<file path="config.mk">
export PLATFORM = sky130hd
export DESIGN_NAME = bit_shift_flag_datapath
export DESIGN_NICKNAME = d
export VERILOG_FILES = /design/src/pkg/bitops_pkg.sv /design/src/design/bit_shift_flag_datapath.sv /design/src/design/shift_unit.sv
export SDC_FILE = /design/constraint.sdc
export NUM_CORES = 1
export LEC_CHECK = 0
export BUFFER_PORTS_ARGS = -buffer_cell sky130_fd_sc_hd__buf_2
export CAP_MARGIN = 10
export CORE_MARGIN = 10
export CORE_UTILIZATION = 45
export DETAILED_ROUTE_END_ITERATION = 10
export PLACE_DENSITY = 0.71
export SLEW_MARGIN = 15
export SYNTH_ARGS = -nofsm -noshare
export SYNTH_HDL_FRONTEND = slang
export SYNTH_SLANG_ARGS = --single-unit
</file>
<file path="constraint.sdc">
create_clock -name MCLK -period 1.9 [get_ports MCLK]
set_clock_uncertainty 0.15 [all_clocks]
set_input_delay 0 -clock MCLK [delete_from_list [all_inputs] [get_ports MCLK]]
set_output_delay 0 -clock MCLK [all_outputs]
set_load 0.005 [all_outputs]
</file>
<file path="src/pkg/bitops_pkg.sv">
// Shared types and constants for the bit, shift and flag datapath.
// Assumes a single core clock and a decoder that presents one operation at a time.
package bitops_pkg;

  // ****************************************
  // Widths, flag positions and reset values
  // ****************************************
  localparam int DATA_W = 8;
  localparam int SEL_W = 3;
  localparam int FLAG_C = 0;
  localparam int FLAG_Z = 1;
  localparam int FLAG_N = 2;
  localparam int FLAG_V = 3;
  localparam int FLAG_S = 4;
  localparam int FLAG_H = 5;
  localparam int FLAG_T = 6;
  localparam int FLAG_I = 7;
  localparam int MSB = 7;
  localparam int NIB_HI = 7;
  localparam int NIB_MID_HI = 4;
  localparam int NIB_MID_LO = 3;
  localparam int NIB_LO = 0;
  localparam logic [7:0] STATUS_RST = 8'h00;
  localparam logic [7:0] DATA_RST = 8'h00;
  localparam int STACK_OP_CYCLES = 2;
  localparam int SIMPLE_OP_CYCLES = 1;

  // ****************************************
  // Operations
  // ****************************************
  typedef enum logic [4:0] {
    nop_op = 5'h00,
    push_reg_op = 5'h01,
    pop_reg_op = 5'h02,
    io_bit_set_op = 5'h03,
    io_bit_clear_op = 5'h04,
    shift_left_logical_op = 5'h05,
    shift_right_logical_op = 5'h06,
    rotate_left_carry_op = 5'h07,
    rotate_right_carry_op = 5'h08,
    arith_right_shift_op = 5'h09,
    nibble_swap_op = 5'h0a,
    flag_force_one_op = 5'h0b,
    flag_force_zero_op = 5'h0c,
    bit_to_transfer_op = 5'h0d,
    transfer_to_bit_op = 5'h0e,
    carry_force_one_op = 5'h0f,
    carry_force_zero_op = 5'h10,
    negative_force_one_op = 5'h11,
    negative_force_zero_op = 5'h12,
    zero_flag_force_one_op = 5'h13,
    zero_flag_force_zero_op = 5'h14,
    irq_enable_op = 5'h15,
    irq_disable_op = 5'h16,
    signtest_force_one_op = 5'h17,
    signtest_force_zero_op = 5'h18,
    overflow_force_one_op = 5'h19,
    overflow_force_zero_op = 5'h1a,
    transfer_force_one_op = 5'h1b,
    transfer_force_zero_op = 5'h1c
  } op_e;

  typedef enum logic [1:0] {
    ST_IDLE = 2'b00,
    ST_STACK = 2'b01
  } fsm_e;

  // ****************************************
  // Carriers
  // ****************************************
  typedef struct packed {
    op_e op;
    logic [7:0] reg_data;
    logic [7:0] io_data;
    logic [2:0] bit_sel;
  } op_req_s;

  typedef struct packed {
    logic done;
    logic reg_we;
    logic [7:0] reg_wdata;
    logic io_we;
    logic [7:0] io_wdata;
    logic stack_push;
    logic stack_pop;
    logic [7:0] stack_wdata;
  } result_s;

  typedef struct packed {
    fsm_e fsm;
    op_e op;
    logic [7:0] data;
    logic [7:0] status;
    result_s res;
  } core_s;

endpackage : bitops_pkg

</file>
<file path="src/design/bit_shift_flag_datapath.sv">
// Execution datapath for the bit, bit-test, stack and flag instruction group.
// Assumes the decoder presents one request with REQ_VALID and waits for REQ_READY,
// and that the stack returns pop data combinationally while STACK_POP is high.
module bit_shift_flag_datapath
  import bitops_pkg::*;
(
  input wire logic MCLK,
  input wire logic ARST_N,
  input wire logic REQ_VALID,
  input wire op_req_s REQ,
  output logic REQ_READY,
  input wire logic [7:0] STACK_RDATA,
  output result_s RESULT,
  output logic [7:0] STATUS_FLAGS
);

  // ****************************************
  // State
  // ****************************************
  core_s st_r;
  core_s st_nxt;
  logic take;
  logic [7:0] sh_out;
  logic sh_c;
  logic sh_z;
  logic sh_n;
  logic sh_v;
  logic [7:0] sel_mask;

  // ****************************************
  // Shift unit
  // ****************************************
  shift_unit u_shift (
    .op(REQ.op),
    .din(REQ.reg_data),
    .carry_in(st_r.status[FLAG_C]),
    .dout(sh_out),
    .carry_out(sh_c),
    .zero_out(sh_z),
    .neg_out(sh_n),
    .ovf_out(sh_v)
  );

  // One-hot mask of the selected bit, shared by the I/O, bit and flag paths.
  genvar gi;
  generate
    for (gi = 0; gi < DATA_W; gi++)
    begin : g_mask
      assign sel_mask[gi] = (REQ.bit_sel == SEL_W'(gi));
    end
  endgenerate

  // A stack operation holds off the next request until it finishes.
  assign REQ_READY = (st_r.fsm == ST_IDLE);
  assign take = REQ_VALID && REQ_READY;

  // ****************************************
  // Next state
  // ****************************************
  always_comb
  begin
    st_nxt = st_r;
    st_nxt.res.done = 1'b0;
    st_nxt.res.reg_we = 1'b0;
    st_nxt.res.io_we = 1'b0;
    st_nxt.res.stack_push = 1'b0;
    st_nxt.res.stack_pop = 1'b0;
    case (st_r.fsm)
      ST_IDLE:
      begin
        if (take)
        begin
          st_nxt.op = REQ.op;
          st_nxt.data = REQ.reg_data;
          st_nxt.res.done = 1'b1;
          case (REQ.op)
            push_reg_op:
            begin
              st_nxt.fsm = ST_STACK;
              st_nxt.res.done = 1'b0;
              st_nxt.res.stack_push = 1'b1;
              st_nxt.res.stack_wdata = REQ.reg_data;
            end
            pop_reg_op:
            begin
              st_nxt.fsm = ST_STACK;
              st_nxt.res.done = 1'b0;
              st_nxt.res.stack_pop = 1'b1;
            end
            io_bit_set_op:
            begin
              st_nxt.res.io_we = 1'b1;
              st_nxt.res.io_wdata = REQ.io_data | sel_mask;
            end
            io_bit_clear_op:
            begin
              st_nxt.res.io_we = 1'b1;
              st_nxt.res.io_wdata = REQ.io_data & ~sel_mask;
            end
            shift_left_logical_op,
            shift_right_logical_op,
            rotate_left_carry_op,
            rotate_right_carry_op,
            arith_right_shift_op:
            begin
              st_nxt.res.reg_we = 1'b1;
              st_nxt.res.reg_wdata = sh_out;
              st_nxt.status[FLAG_C] = sh_c;
              st_nxt.status[FLAG_Z] = sh_z;
              st_nxt.status[FLAG_N] = sh_n;
              st_nxt.status[FLAG_V] = sh_v;
            end
            nibble_swap_op:
            begin
              st_nxt.res.reg_we = 1'b1;
              st_nxt.res.reg_wdata = sh_out;
            end
            flag_force_one_op:
            begin
              st_nxt.status = st_r.status | sel_mask;
            end
            flag_force_zero_op:
            begin
              st_nxt.status = st_r.status & ~sel_mask;
            end
            bit_to_transfer_op:
            begin
              st_nxt.status[FLAG_T] = |(REQ.reg_data & sel_mask);
            end
            transfer_to_bit_op:
            begin
              st_nxt.res.reg_we = 1'b1;
              if (st_r.status[FLAG_T])
              begin
                st_nxt.res.reg_wdata = REQ.reg_data | sel_mask;
              end
              else
              begin
                st_nxt.res.reg_wdata = REQ.reg_data & ~sel_mask;
              end
            end
            carry_force_one_op:
            begin
              st_nxt.status[FLAG_C] = 1'b1;
            end
            carry_force_zero_op:
            begin
              st_nxt.status[FLAG_C] = 1'b0;
            end
            negative_force_one_op:
            begin
              st_nxt.status[FLAG_N] = 1'b1;
            end
            negative_force_zero_op:
            begin
              st_nxt.status[FLAG_N] = 1'b0;
            end
            zero_flag_force_one_op:
            begin
              st_nxt.status[FLAG_Z] = 1'b1;
            end
            zero_flag_force_zero_op:
            begin
              st_nxt.status[FLAG_Z] = 1'b0;
            end
            irq_enable_op:
            begin
              st_nxt.status[FLAG_I] = 1'b1;
            end
            irq_disable_op:
            begin
              st_nxt.status[FLAG_I] = 1'b0;
            end
            signtest_force_one_op:
            begin
              st_nxt.status[FLAG_S] = 1'b1;
            end
            signtest_force_zero_op:
            begin
              st_nxt.status[FLAG_S] = 1'b0;
            end
            overflow_force_one_op:
            begin
              st_nxt.status[FLAG_V] = 1'b1;
            end
            overflow_force_zero_op:
            begin
              st_nxt.status[FLAG_V] = 1'b0;
            end
            transfer_force_one_op:
            begin
              st_nxt.status[FLAG_T] = 1'b1;
            end
            transfer_force_zero_op:
            begin
              st_nxt.status[FLAG_T] = 1'b0;
            end
            default:
            begin
              // An unknown or idle code still completes, with no side effect.
              st_nxt.res.done = 1'b1;
            end
          endcase
        end
      end
      ST_STACK:
      begin
        // The second cycle of a stack operation; the pop data is sampled here,
        // while the stack is still presenting it under the pop strobe.
        st_nxt.fsm = ST_IDLE;
        st_nxt.res.done = 1'b1;
        if (st_r.op == pop_reg_op)
        begin
          st_nxt.res.reg_we = 1'b1;
          st_nxt.res.reg_wdata = STACK_RDATA;
        end
      end
      default:
      begin
        st_nxt.fsm = ST_IDLE;
      end
    endcase
  end

  // ****************************************
  // Registers
  // ****************************************
  always_ff @(posedge MCLK or negedge ARST_N)
  begin
    if (!ARST_N)
    begin
      st_r.fsm <= ST_IDLE;
      st_r.op <= nop_op;
      st_r.data <= DATA_RST;
      st_r.status <= STATUS_RST;
      st_r.res <= '0;
    end
    else
    begin
      st_r <= st_nxt;
    end
  end

  // ****************************************
  // Outputs
  // ****************************************
  assign RESULT = st_r.res;
  assign STATUS_FLAGS = st_r.status;

endmodule : bit_shift_flag_datapath

</file>
<file path="src/design/shift_unit.sv">
// Combinational shift, rotate and nibble-swap unit with flag results.
// Assumes the caller only uses the outputs for shift-class and nibble-swap operations.
module shift_unit
  import bitops_pkg::*;
(
  input wire op_e op,
  input wire logic [7:0] din,
  input wire logic carry_in,
  output logic [7:0] dout,
  output logic carry_out,
  output logic zero_out,
  output logic neg_out,
  output logic ovf_out
);

  always_comb
  begin
    dout = din;
    carry_out = carry_in;
    case (op)
      shift_left_logical_op:
      begin
        dout = {din[MSB-1:0], 1'b0};
        carry_out = din[MSB];
      end
      shift_right_logical_op:
      begin
        dout = {1'b0, din[MSB:1]};
        carry_out = din[0];
      end
      rotate_left_carry_op:
      begin
        dout = {din[MSB-1:0], carry_in};
        carry_out = din[MSB];
      end
      rotate_right_carry_op:
      begin
        dout = {carry_in, din[MSB:1]};
        carry_out = din[0];
      end
      arith_right_shift_op:
      begin
        dout = {din[MSB], din[MSB:1]};
        carry_out = din[0];
      end
      nibble_swap_op:
      begin
        dout = {din[NIB_MID_LO:NIB_LO], din[NIB_HI:NIB_MID_HI]};
      end
      default:
      begin
        dout = din;
      end
    endcase
    zero_out = (dout == DATA_RST);
    neg_out = dout[MSB];
    // Overflow follows the usual sign-versus-carry definition for shifts.
    ovf_out = dout[MSB] ^ carry_out;
  end

endmodule : shift_unit

</file>
==> results by group, run 1 <==
Outcome
  • Status: complete, no violations

Die
  • Row count: 30
  • Area of the die: about 11000 sq um
  • Die H: approximately 100 um
  • Core area: 6760 sq um
  • Overall die width: 103 um
  • I/O pins: 73
  • Initial Util: 0.461

Pwr
  • Pint: 1810 uW
  • Switch Pwr: 788 uW
  • Total power density per cell area: 665 nW/um^2
  • VDD IR max: ~0.37 mV
  • LEAKAGE: 0.00190 uW
  • Clock power share: 0.268
  • Sw frac: 0.303
  • Reg power frac: 0.442
  • Combinational share of power: 0.290

Place
  • Placement Cell Area: 3480 sq um
  • Pre-CTS setup slack: -94.3 ps
  • Final HPWL DP: 7.02 mm
  • PortBufs: slightly above 70
  • Number of instances in the placed design: 495
  • GPL Wtd Cong: 0.944

Synthesis
  • Post-Synthesis Cell Area: 3110 sq um
  • Top cells by count, synth: nand2_1 (61), dfrtp_1 (43), buf_4 (40)
  • Post-synth top area share: 0.346
  • Seq/Total Area, Yosys: 0.346
  • Count leader, synth: nand2_1
  • Avg Cell Area, Syn: 8.53 sq um
  • Area contributors post-synth: dfrtp_1 (35%), buf_4 (9.7%), nand2_1 (7.4%)
  • Syn Inst Count: 365
  • Main synth FF type: dfrtp_1
  • Register bit total from synthesis: 43
  • Area leader, netlist: dfrtp_1
  • Yosys cell types: 63
  • Yosys warns: 0
  • Post-synth EDFFs: 0
  • Asr flop ratio synth: 1.00
  • Post-Syn Nets: 400

Routing
  • DRT Wirelength: 9.64 mm
  • Routed vias/inst: 5.81
  • Met3 routed WL: 869 um
  • Detailed-route via count: 3103
  • Avg WL per Cell: around 18 um
  • DRC viols: 0
  • Wire length on met2: 4.40 mm
  • Pre-antenna DRT Iters: 9
  • M1 WL: about 4.2 mm
  • Routed Antenna Nets: 0
  • Number of DRC markers in iteration 0: about 330
  • Highest metal used: met4

Cells and area
  • Final Core Density: 0.577
  • Fraction of layout cells with a size suffix above 1: 0.300
  • Final Instance Count excl. Fillers: 534
  • Filler Cell Count: 582
  • Synth-to-layout area growth: 25.3%
  • # diodes: 0
  • Fin nets: 489
  • Fin area: 3900 sq um

Critical path
  • R2R Setup Slk: 1 ps
  • Worst Path Max Fanout: 8
  • Reg2reg path depth: 6
  • Reg2reg end: STATUS_FLAGS[1]
  • Worst Path Required: slightly below 2000 ps
  • Crit path launch type: primary input
  • Worst Path Arrival: 1990 ps
  • Critical path type: in2reg
  • CP endpoint kind: flop
  • Crit Reg-Reg Startpoint: STATUS_FLAGS[0]

STA
  • Final hold violation count: 0
  • Endpoints failing setup: 0
  • Setup TNS: 0 ps
  • Tightest Pin Transition: about 520 ps
  • Post-layout min period: 1900 ps
  • Slew Viols, Final: 0
  • Fmax: 527 MHz
  • Setup ws final: 1.32 ps
  • Final Cycle Share: 0.999
  • Relative slew slack: 0.656
  • RSZ-0062 raised after global routing: true

Hold path
  • WHS Endpoint: st_r[49]
  • Min-delay src: REQ[23]
  • Hold Path Class: in2reg
  • Hold path depth: 4

Clock network
  • H-tree levels: 2
  • CTS Root Cell: clkbuf_8
  • Clock Pin Slew Worst Setup and Hold Paths: approximately 80 ps
  • TritonCTS clock tree: built
  • Num CTS Buffers: 5
  • Longest Clk Path Bufs: 2
  • Sink Count: 43
  • Clock latency at the later pin of the worst-skew pair: 290 ps

GRT
  • Initial antenna violation count: 0
  • First-pass GRT wire length: 15.6 mm
  • All-Layer GR Usage: 0.182
  • Largest net degree at the start of global routing: 24
  • Total grt overflow: 0
  • Vias in the first global route: 3100

Job
  • Max-cap violations: 0
-- cells in the final DEF (no fill, tap or decap), types with 8 or more instances in the layout --
master	netlist	layout
nand2_1	61	61
mux2i_1	20	20
o21ai_0	30	29
nor2_1	15	14
buf_4	40	47
dlygate4sd3_1	0	26
a221o_1	10	10
dfrtp_1	43	43
buf_2	7	72
a21oi_1	10	10
nor2b_1	8	8
and2_1	8	8
-- routing by layer --
metal | up-vias | global-route usage
li1 | 1453 | -
met4 | 0 | 0.0578
met5 | - | 0
met2 | 172 | 0.288
met3 | 18 | 0.0395
met1 | 1460 | 0.240
-- how the worst max path moves through the flow --
stage                          from               to  cells past startpoint  slack (ps)
floorplan                  st_r[48]       RESULT[19]                      4          10
global placement            REQ[23]  STATUS_FLAGS[1]                      7         -50
finish                      REQ[18]  STATUS_FLAGS[1]                      9           1
CTS                         REQ[14]  STATUS_FLAGS[1]                      6           5
detailed placement          REQ[22]  STATUS_FLAGS[1]                      7         -90
global route        STATUS_FLAGS[0]  STATUS_FLAGS[1]                      6        -100
-- critical path, stage by stage --
cell and delay (ps):
dlygate4sd3_1 530, buf_2 190, mux2i_1 190, nor3_2 70
a221oi_2 190, buf_4 160, nand4b_1 90, or4_1 480
nand2_1 90
-- cell families after synthesis --
family	count (synthesis)	share of synthesized area
AO/OA/AOI/OAI	93	0.210
AND/OR/NAND/NOR	137	0.230
XOR/XNOR	3	0.00845
flip-flops	43	0.346
multiplexers	21	0.0680
buffers and inverters	68	0.138
-- sequential cells by signal, summed over array words and instances (netlist names) --
register,flops
STATUS_FLAGS,8
st_r,6
RESULT,29
-- layout make-up --
type	count	area, sq um	area share
clock buffers	6	72.6	0.0186
clock inverters	1	30.0	0.00770
inverters	5	18.8	0.00481
multi-input cells	254	1630	0.418
flip-flops and latches	43	1080	0.276
well taps	80	100	0.0257
repair buffers	145	973	0.250
-- repair_timing --
item / in CTS / in global routing
endpoints found under the setup margin: 0 / 7
gates resized for setup: 0 / 3
buffers inserted: 0 / 6
hold buffers: 26 / 0
hold endpoints to repair: 68 / 0
-- power by group through the flow --
stage	Combinational, uW	Clock [uW]	Sequential, uW
6_report	751	696	1150
5_1_grt	832	745	1160
4_1_cts	738	708	1140
3_5_place_dp	695	0	1160
3_3_place_gp	683	0	1160
2_1_floorplan	543	0	1130
-- per-stage QoR --
| stage | total power (uW) | hold slack, ps |
|---|---|---|
| 4_1_cts | 2590 | 4.56 |
| 3_5_place_dp | 1860 | -174 |
| 6_report | 2590 | 11.9 |
| 5_1_grt | 2740 | 44.2 |
| 2_1_floorplan | 1670 | -446 |
| 3_3_place_gp | 1840 | -178 |
(Power assumes the default switching activity.)
==> inputs of run 2 (changes only) <==
Settings changed: ABC_AREA set to 1, PLACE_DENSITY 0.71 to 0.69.
Clock period 1.9 ns to 1.82 ns, I/O delays scaled along.
==> run 2 against run 1 <==
Compared with the run above:
- the flow now finishes with violations (negative hold slack)
- utilization is 0.17 points lower
- first-iteration DRC count is 26% lower
- hold slack got worse by 23 ps
- clock-buffer cell count shrank 1
- die area fell by 2.0%
- largest cell class unchanged
- flip-flop and latch count stayed put
==> results by group, run 2 <==
Outcome
  • Status: finished, violations left
  • Failing checks: negative hold slack

Synthesis
  • Yosys warns: 0 (unchanged)
  • Main synth FF type: dfrtp_1
  • Syn Inst Count: 436 (+19%)
  • Area leader, netlist: dfrtp_1
  • Seq/Total Area, Yosys: 0.355 (+0.00884)
  • Avg Cell Area, Syn: 6.96 sq um (-18%)
  • Yosys cell types: 32 (-49%)
  • Post-Synthesis Cell Area: 3030 sq um (-2.5%)
  • Post-Syn Nets: 471 (+18%)
  • Register bit total from synthesis: 43 (unchanged)
  • Asr flop ratio synth: 1.00 (unchanged)
  • Post-synth EDFFs: 0 (unchanged)
  • Count leader, synth: nand2_1
  • Post-synth top area share: 0.355 (+0.00884)
  • Top cells by count, synth: nand2_1 (100), o21ai_0 (47), nor2_1 (46)
  • Area contributors post-synth: dfrtp_1 (35%), nand2_1 (12%), buf_4 (9.2%)

Place
  • GPL Wtd Cong: 1.03 (+8.8%)
  • PortBufs: 72 (unchanged)
  • Final HPWL DP: 7.50 mm (+6.7%)

Die
  • Row count: 29 (-3.3%)
  • Die H: 102 um (-1.0%)
  • I/O pins: 73 (unchanged)
  • Core area: 6460 sq um (-4.4%)
  • Overall die width: 102 um (-1.0%)
  • Initial Util: 0.470 (+0.00922)
  • Area of the die: 10400 sq um (-2.0%)

Clock network
  • Sink Count: 43 (unchanged)
  • Clock Pin Slew Worst Setup and Hold Paths: 90 ps (about the same)
  • H-tree levels: 2 (unchanged)
  • Longest Clk Path Bufs: 2 (unchanged)
  • CTS Root Cell: clkbuf_8
  • Num CTS Buffers: 5 (unchanged)
  • TritonCTS clock tree: built
  • Clock latency at the later pin of the worst-skew pair: 300 ps (about the same)

STA
  • RSZ-0062 raised after global routing: false
  • Setup TNS: 0 ps (unchanged)
  • Fin Hold WS: -11.5 ps (-23.4 ps)
  • Endpoints failing setup: 0 (unchanged)
  • Post-layout min period: 1660 ps
  • Final hold violation count: 1 (+1)
  • Final Cycle Share: 0.913
  • Relative slew slack: 0.658 (+0.00255)
  • Slew Viols, Final: 0 (unchanged)
  • Fmax: 602 MHz
  • Tightest Pin Transition: 512 ps (-3.83 ps)

Routing
  • DRT Wirelength: 9.78 mm (+1.5%)
  • Number of DRC markers in iteration 0: 239 (-26%)
  • DRC viols: 0 (unchanged)
  • Pre-antenna DRT Iters: 5 (-4)
  • Routed vias/inst: 5.36 (-7.7%)
  • Detailed-route via count: 3163 (+1.9%)
  • Routed Antenna Nets: 0 (unchanged)
  • Avg WL per Cell: 16.6 um (-8.2%)

Cells and area
  • Most frequent cells in the layout: nand2_1 (99), buf_2 (72), o21ai_0 (47)
  • Synth-to-layout area growth: 22.5%
  • Fraction of layout cells with a size suffix above 1: 0.246 (-0.0539)
  • Fin nets: 547 (+12%)
  • Max reg flops: 29 (unchanged)
  • Filler Cell Count: 635 (+9.1%)
  • # diodes: 0 (unchanged)
  • Commonest non-fill, non-tap cell in the layout: nand2_1

GRT
  • Largest net degree at the start of global routing: 23 (-4.2%)
  • All-Layer GR Usage: 0.193 (+0.0115)
  • First-pass GRT wire length: 16.2 mm (+3.4%)
  • Vias in the first global route: 3147 (+1.5%)
  • Total grt overflow: 0 (unchanged)
  • Initial antenna violation count: 0 (unchanged)

Pwr
  • LEAKAGE: 0.00193 uW (+1.8%)
  • Total power density per cell area: 742 nW/um^2 (+12%)
  • VDD IR max: 0.372 mV (+1.4%)

Critical path
  • Crit path launch type: flop
  • Critical path type: reg2reg
  • CP endpoint kind: flop
  • Worst Path Arrival: 1700 ps (-290 ps)
  • Worst Path Max Fanout: 9 (+1)
  • Worst Path Required: 1860 ps (-130 ps)

Hold path
  • Hold Path Class: in2reg

Job
  • Max-cap violations: 0 (unchanged)
[run 2: repair_timing]
| item | in CTS | in global routing |
|---|---|---|
| endpoints found under the hold margin | 75 | 1 |
| resized for setup | 0 | 6 |
| buffers inserted | 0 | 1 |
| hold buffers | 33 | 1 |
| setup endpoints to repair | 0 | 7 |
[run 2: power breakdown]
group	internal, uW	switching (uW)
Clock	275	365
Combinational	377	466
Sequential	1150	131
Total	1800	962
[run 2: path summary, 6_finish.rpt]
kind	from	end	slack [ps]	cells after the start
min in group asynchronous	ARST_N	RESULT[9]	40	2
max in group asynchronous	ARST_N	RESULT[25]	980	3
worst min register to register	RESULT[23]	RESULT[23]	340	2
worst max-delay path	st_r[45]	RESULT[19]	160	6
worst max register to register	st_r[45]	RESULT[19]	160	6
worst min-delay path	REQ[20]	STATUS_FLAGS[7]	-10	4
[run 2: layout make-up]
class | instances | area (sq um) | area share
clock inverter | 3 | 23.8 | 0.00640
multi-input combinational | 302 | 1500 | 0.403
sequential | 43 | 1080 | 0.289
timing repair buffer | 113 | 776 | 0.209
clock buffer | 5 | 68.8 | 0.0185
tap | 77 | 96.3 | 0.0259
inverter | 47 | 179 | 0.0481
[run 2: worst max-delay path, stage by stage, from the launching register on]
cell,delay (ps)
dfrtp_1,400
nor4_1,330
nand3_1,180
clkinv_1,250
nor2_8,100
nand2_1,70
nand3_1,70
[run 2: routing by layer]
metal / track usage / wire, um / vias to the layer above
met2: 0.306 / 4490 / 136
met1: 0.257 / 4290 / 1478
li1: - / - / 1531
met4: 0.0662 / 201 / 0
met3: 0.0371 / 796 / 18
met5: 0 / 0 / -
[run 2: kinds of logic (layout without fill, tap and decap cells)]
group,after synthesis,count (layout),share of synthesized area
DFF,43,43,0.355
muxes,2,2,0.00701
AOI/OAI and AO/OA,89,89,0.155
buffers and inverters,91,168,0.159
and+or+nand+nor,211,211,0.324
[run 2: through the flow]
stage	setup WS [ps]	instance area, sq um	power [uW]	utilization	instances
after floorplan	235	3030	1910	-	436
after global placement	136	3260	2060	0.505	548
after detailed placement	156	3260	2070	0.505	548
after CTS	18.5	3680	2760	0.571	589
after global routing	50.5	3720	2950	0.576	590
final	159	3720	2760	0.576	590
==> inputs of run 3 (changes only) <==
Settings changed: CELL_PAD_IN_SITES_DETAIL_PLACEMENT set to 1, CELL_PAD_IN_SITES_GLOBAL_PLACEMENT set to 2, CORE_UTILIZATION 45 to 29, PLACE_DENSITY 0.69 to unset, PLACE_DENSITY_LB_ADDON set to 0.1.
==> run 3 against run 2 <==
Compared with the run above:
- the run now ends clean
- critical path depth grew 3
- final area grew 1.4%
- routed wire length grew 14%
- clock-buffer cell count is the same
- setup slack lost 17 ps
- final cell count grew 10%
- maximum frequency shrank 0.99%
- utilization shrank 21 points
- first-iteration DRC count shrank 11%
- global-route usage shrank 3.9 points
- critical path type is now in2reg
- largest power group unchanged
- highest routed layer unchanged
==> results by group, run 3 (synthesis results as in run 2) <==
Clock network
  • H-tree levels: 2 (unchanged)
  • Sink Count: 43 (unchanged)
  • CTS Root Cell: clkbuf_8
  • Longest Clk Path Bufs: 2 (unchanged)
  • Clock latency at the later pin of the worst-skew pair: 300 ps (about the same)
  • Clock Pin Slew Worst Setup and Hold Paths: 90 ps (about the same)
  • TritonCTS clock tree: built
  • Num CTS Buffers: 5 (unchanged)

STA
  • Fmax: 596 MHz (-0.99%)
  • Endpoints failing setup: 0 (unchanged)
  • Final hold violation count: 0 (-1)
  • Tightest Pin Transition: 576 ps (+63.5 ps)
  • Setup ws final: 142 ps (-16.7 ps)
  • Setup TNS: 0 ps (unchanged)
  • Slew Viols, Final: 0 (unchanged)
  • Final Cycle Share: 0.922 (+0.00916)
  • Fin Hold WS: 8.32 ps (+19.9 ps)
  • Post-layout min period: 1680 ps (+16.7 ps)
  • Relative slew slack: 0.616 (-0.0423)

Place
  • PortBufs: 72 (unchanged)
  • GPL Wtd Cong: 0.854 (-17%)
  • Final HPWL DP: 8.94 mm (+19%)
  • Pre-CTS setup slack: 72.8 ps (-83.4 ps)
  • Number of instances in the placed design: 608 (+11%)

GRT
  • Met1 usage: 0.204 (-0.0528)
  • Vias in the first global route: 3287 (+4.4%)
  • All-Layer GR Usage: 0.154 (-0.0391)
  • Met3 GRT Util: 0.0271 (-0.0100)
  • Initial antenna violation count: 0 (unchanged)
  • Met2 GRT Util: 0.255 (-0.0511)
  • Total grt overflow: 0 (unchanged)
  • Largest net degree at the start of global routing: 44 (+91%)
  • First-pass GRT wire length: 18.2 mm (+12%)
  • GRT busiest layer: met2

Cells and area
  • Final Instance Count excl. Fillers: 650 (+10%)
  • Commonest non-fill, non-tap cell in the layout: nand2_1
  • Fraction of layout cells with a size suffix above 1: 0.251 (+0.00536)
  • Synth-to-layout area growth: 24.2%
  • Fin nets: 548 (+0.18%)
  • Max reg flops: 29 (unchanged)
  • Most frequent cells in the layout: nand2_1 (99), buf_2 (72), o21ai_0 (47)
  • # diodes: 0 (unchanged)

Critical path
  • Crit path launch type: primary input
  • Cell with the most instances on the worst path: nor2_1
  • Crit path max-delay family: buffers and inverters
  • Worst Path Required: 1910 ps (+50 ps)
  • CP endpoint kind: flop
  • Critical path type: in2reg
  • Worst Path Arrival: 1760 ps (+60 ps)
  • Worst Path Max Fanout: 5 (-4)
  • Crit-path slowest cell: dlygate4sd3_1
  • CP peak stage delay: 540 ps (+140 ps)
  • CP cell instances: dlygate4sd3_1, buf_2, inv_1, nor2_1, nor3_2, nand2_2, nor2_1, nand3_1, a21oi_1
  • R2R Setup Slk: 150 ps (about the same)
  • WP buf/inv: 3 (+2)

Die
  • Initial Util: 0.295 (-0.175)
  • Area of the die: 15000 sq um (+43%)
  • Die H: 122 um (+20%)
  • I/O pins: 73 (unchanged)
  • Row count: 37 (+28%)
  • Overall die width: 122 um (+20%)
  • Core area: 10300 sq um (+59%)

Routing
  • Routed vias/inst: 4.73 (-12%)
  • Avg WL per Cell: 17.1 um (+3.3%)
  • Number of DRC markers in iteration 0: 213 (-11%)
  • Detailed-route via count: 3072 (-2.9%)
  • DRT Wirelength: 11.1 mm (+14%)
  • DRC viols: 0 (unchanged)
  • Pre-antenna DRT Iters: 4 (-1)
  • Routed Antenna Nets: 0 (unchanged)

Outcome
  • Status: complete, no violations

Pwr
  • Total power density per cell area: 733 nW/um^2 (-1.3%)
  • LEAKAGE: 0.00193 uW (-0.32%)
  • Total power: 2760 uW (about the same)
  • VDD IR max: 0.295 mV (-21%)

Hold path
  • Hold Path Class: in2reg

Job
  • Max-cap violations: 0 (unchanged)
## run 3: changes by cell type in the layout (fill, tap and decap cells not counted), sizes merged
cell | previous run | this run
dlygate4sd3 | 33 | 32
buf | 80 | 82
clkinv | 1 | 0
clkinvlp | 2 | 3
## run 3: final cells by class
cell class                      instances  area, sq um
Multi-Input combinational cell        302         1480
Clock buffer                            5         68.8
Clock inverter                          3         23.8
Sequential cell                        43         1080
Inverter                               47          183
Fill cell                            1343         6510
Tap cell                              136          170
Timing Repair Buffer                  114          768
## run 3: power by group
part | leakage (uW) | switching, uW | internal [uW]
Combinational | 0.00136 | 469 | 367
Sequential | 0.000528 | 128 | 1150
Clock | 0.0000408 | 378 | 275
Total | 0.00193 | 974 | 1790
## run 3: timing repair
action                                 in CTS  in global routing
resized for setup                           0                  5
setup buffers                               0                  2
setup endpoints to repair                   0                 18
endpoints found under the hold margin      73                  0
hold buffers                               32                  0
## run 3: through the flow
stage | area [sq um] | utilization
2_1_floorplan | 3030 | -
3_3_place_gp | 3320 | 0.323
3_5_place_dp | 3320 | 0.323
4_1_cts | 3730 | 0.363
5_1_grt | 3770 | 0.367
6_report | 3770 | 0.367
## run 3: routing by layer
| layer | vias up | share of wire |
|---|---|---|
| met2 | 51 | 0.47 |
| li1 | 1535 | - |
| met4 | 0 | 0.0095 |
| met1 | 1479 | 0.48 |
| met5 | - | 0 |
| met3 | 7 | 0.038 |
## run 3: worst register-to-register path: cells and delay by family (launching register included)
kind / cells / cell delay [ps]
simple gates: 3 / 430
flops: 1 / 410
mux: 1 / 340
buf+inv: 1 / 270
## run 3: path summary, 6_finish.rpt
| path | from | endpoint | depth (start not counted) |
|---|---|---|---|
| setup / recovery | REQ[14] | STATUS_FLAGS[1] | 9 |
| hold / removal | REQ[19] | RESULT[8] | 4 |
| setup reg to reg | st_r[50] | STATUS_FLAGS[5] | 5 |
| hold reg to reg | RESULT[19] | RESULT[19] | 2 |
| max in group asynchronous | ARST_N | RESULT[25] | 3 |
| min in group asynchronous | ARST_N | RESULT[8] | 3 |
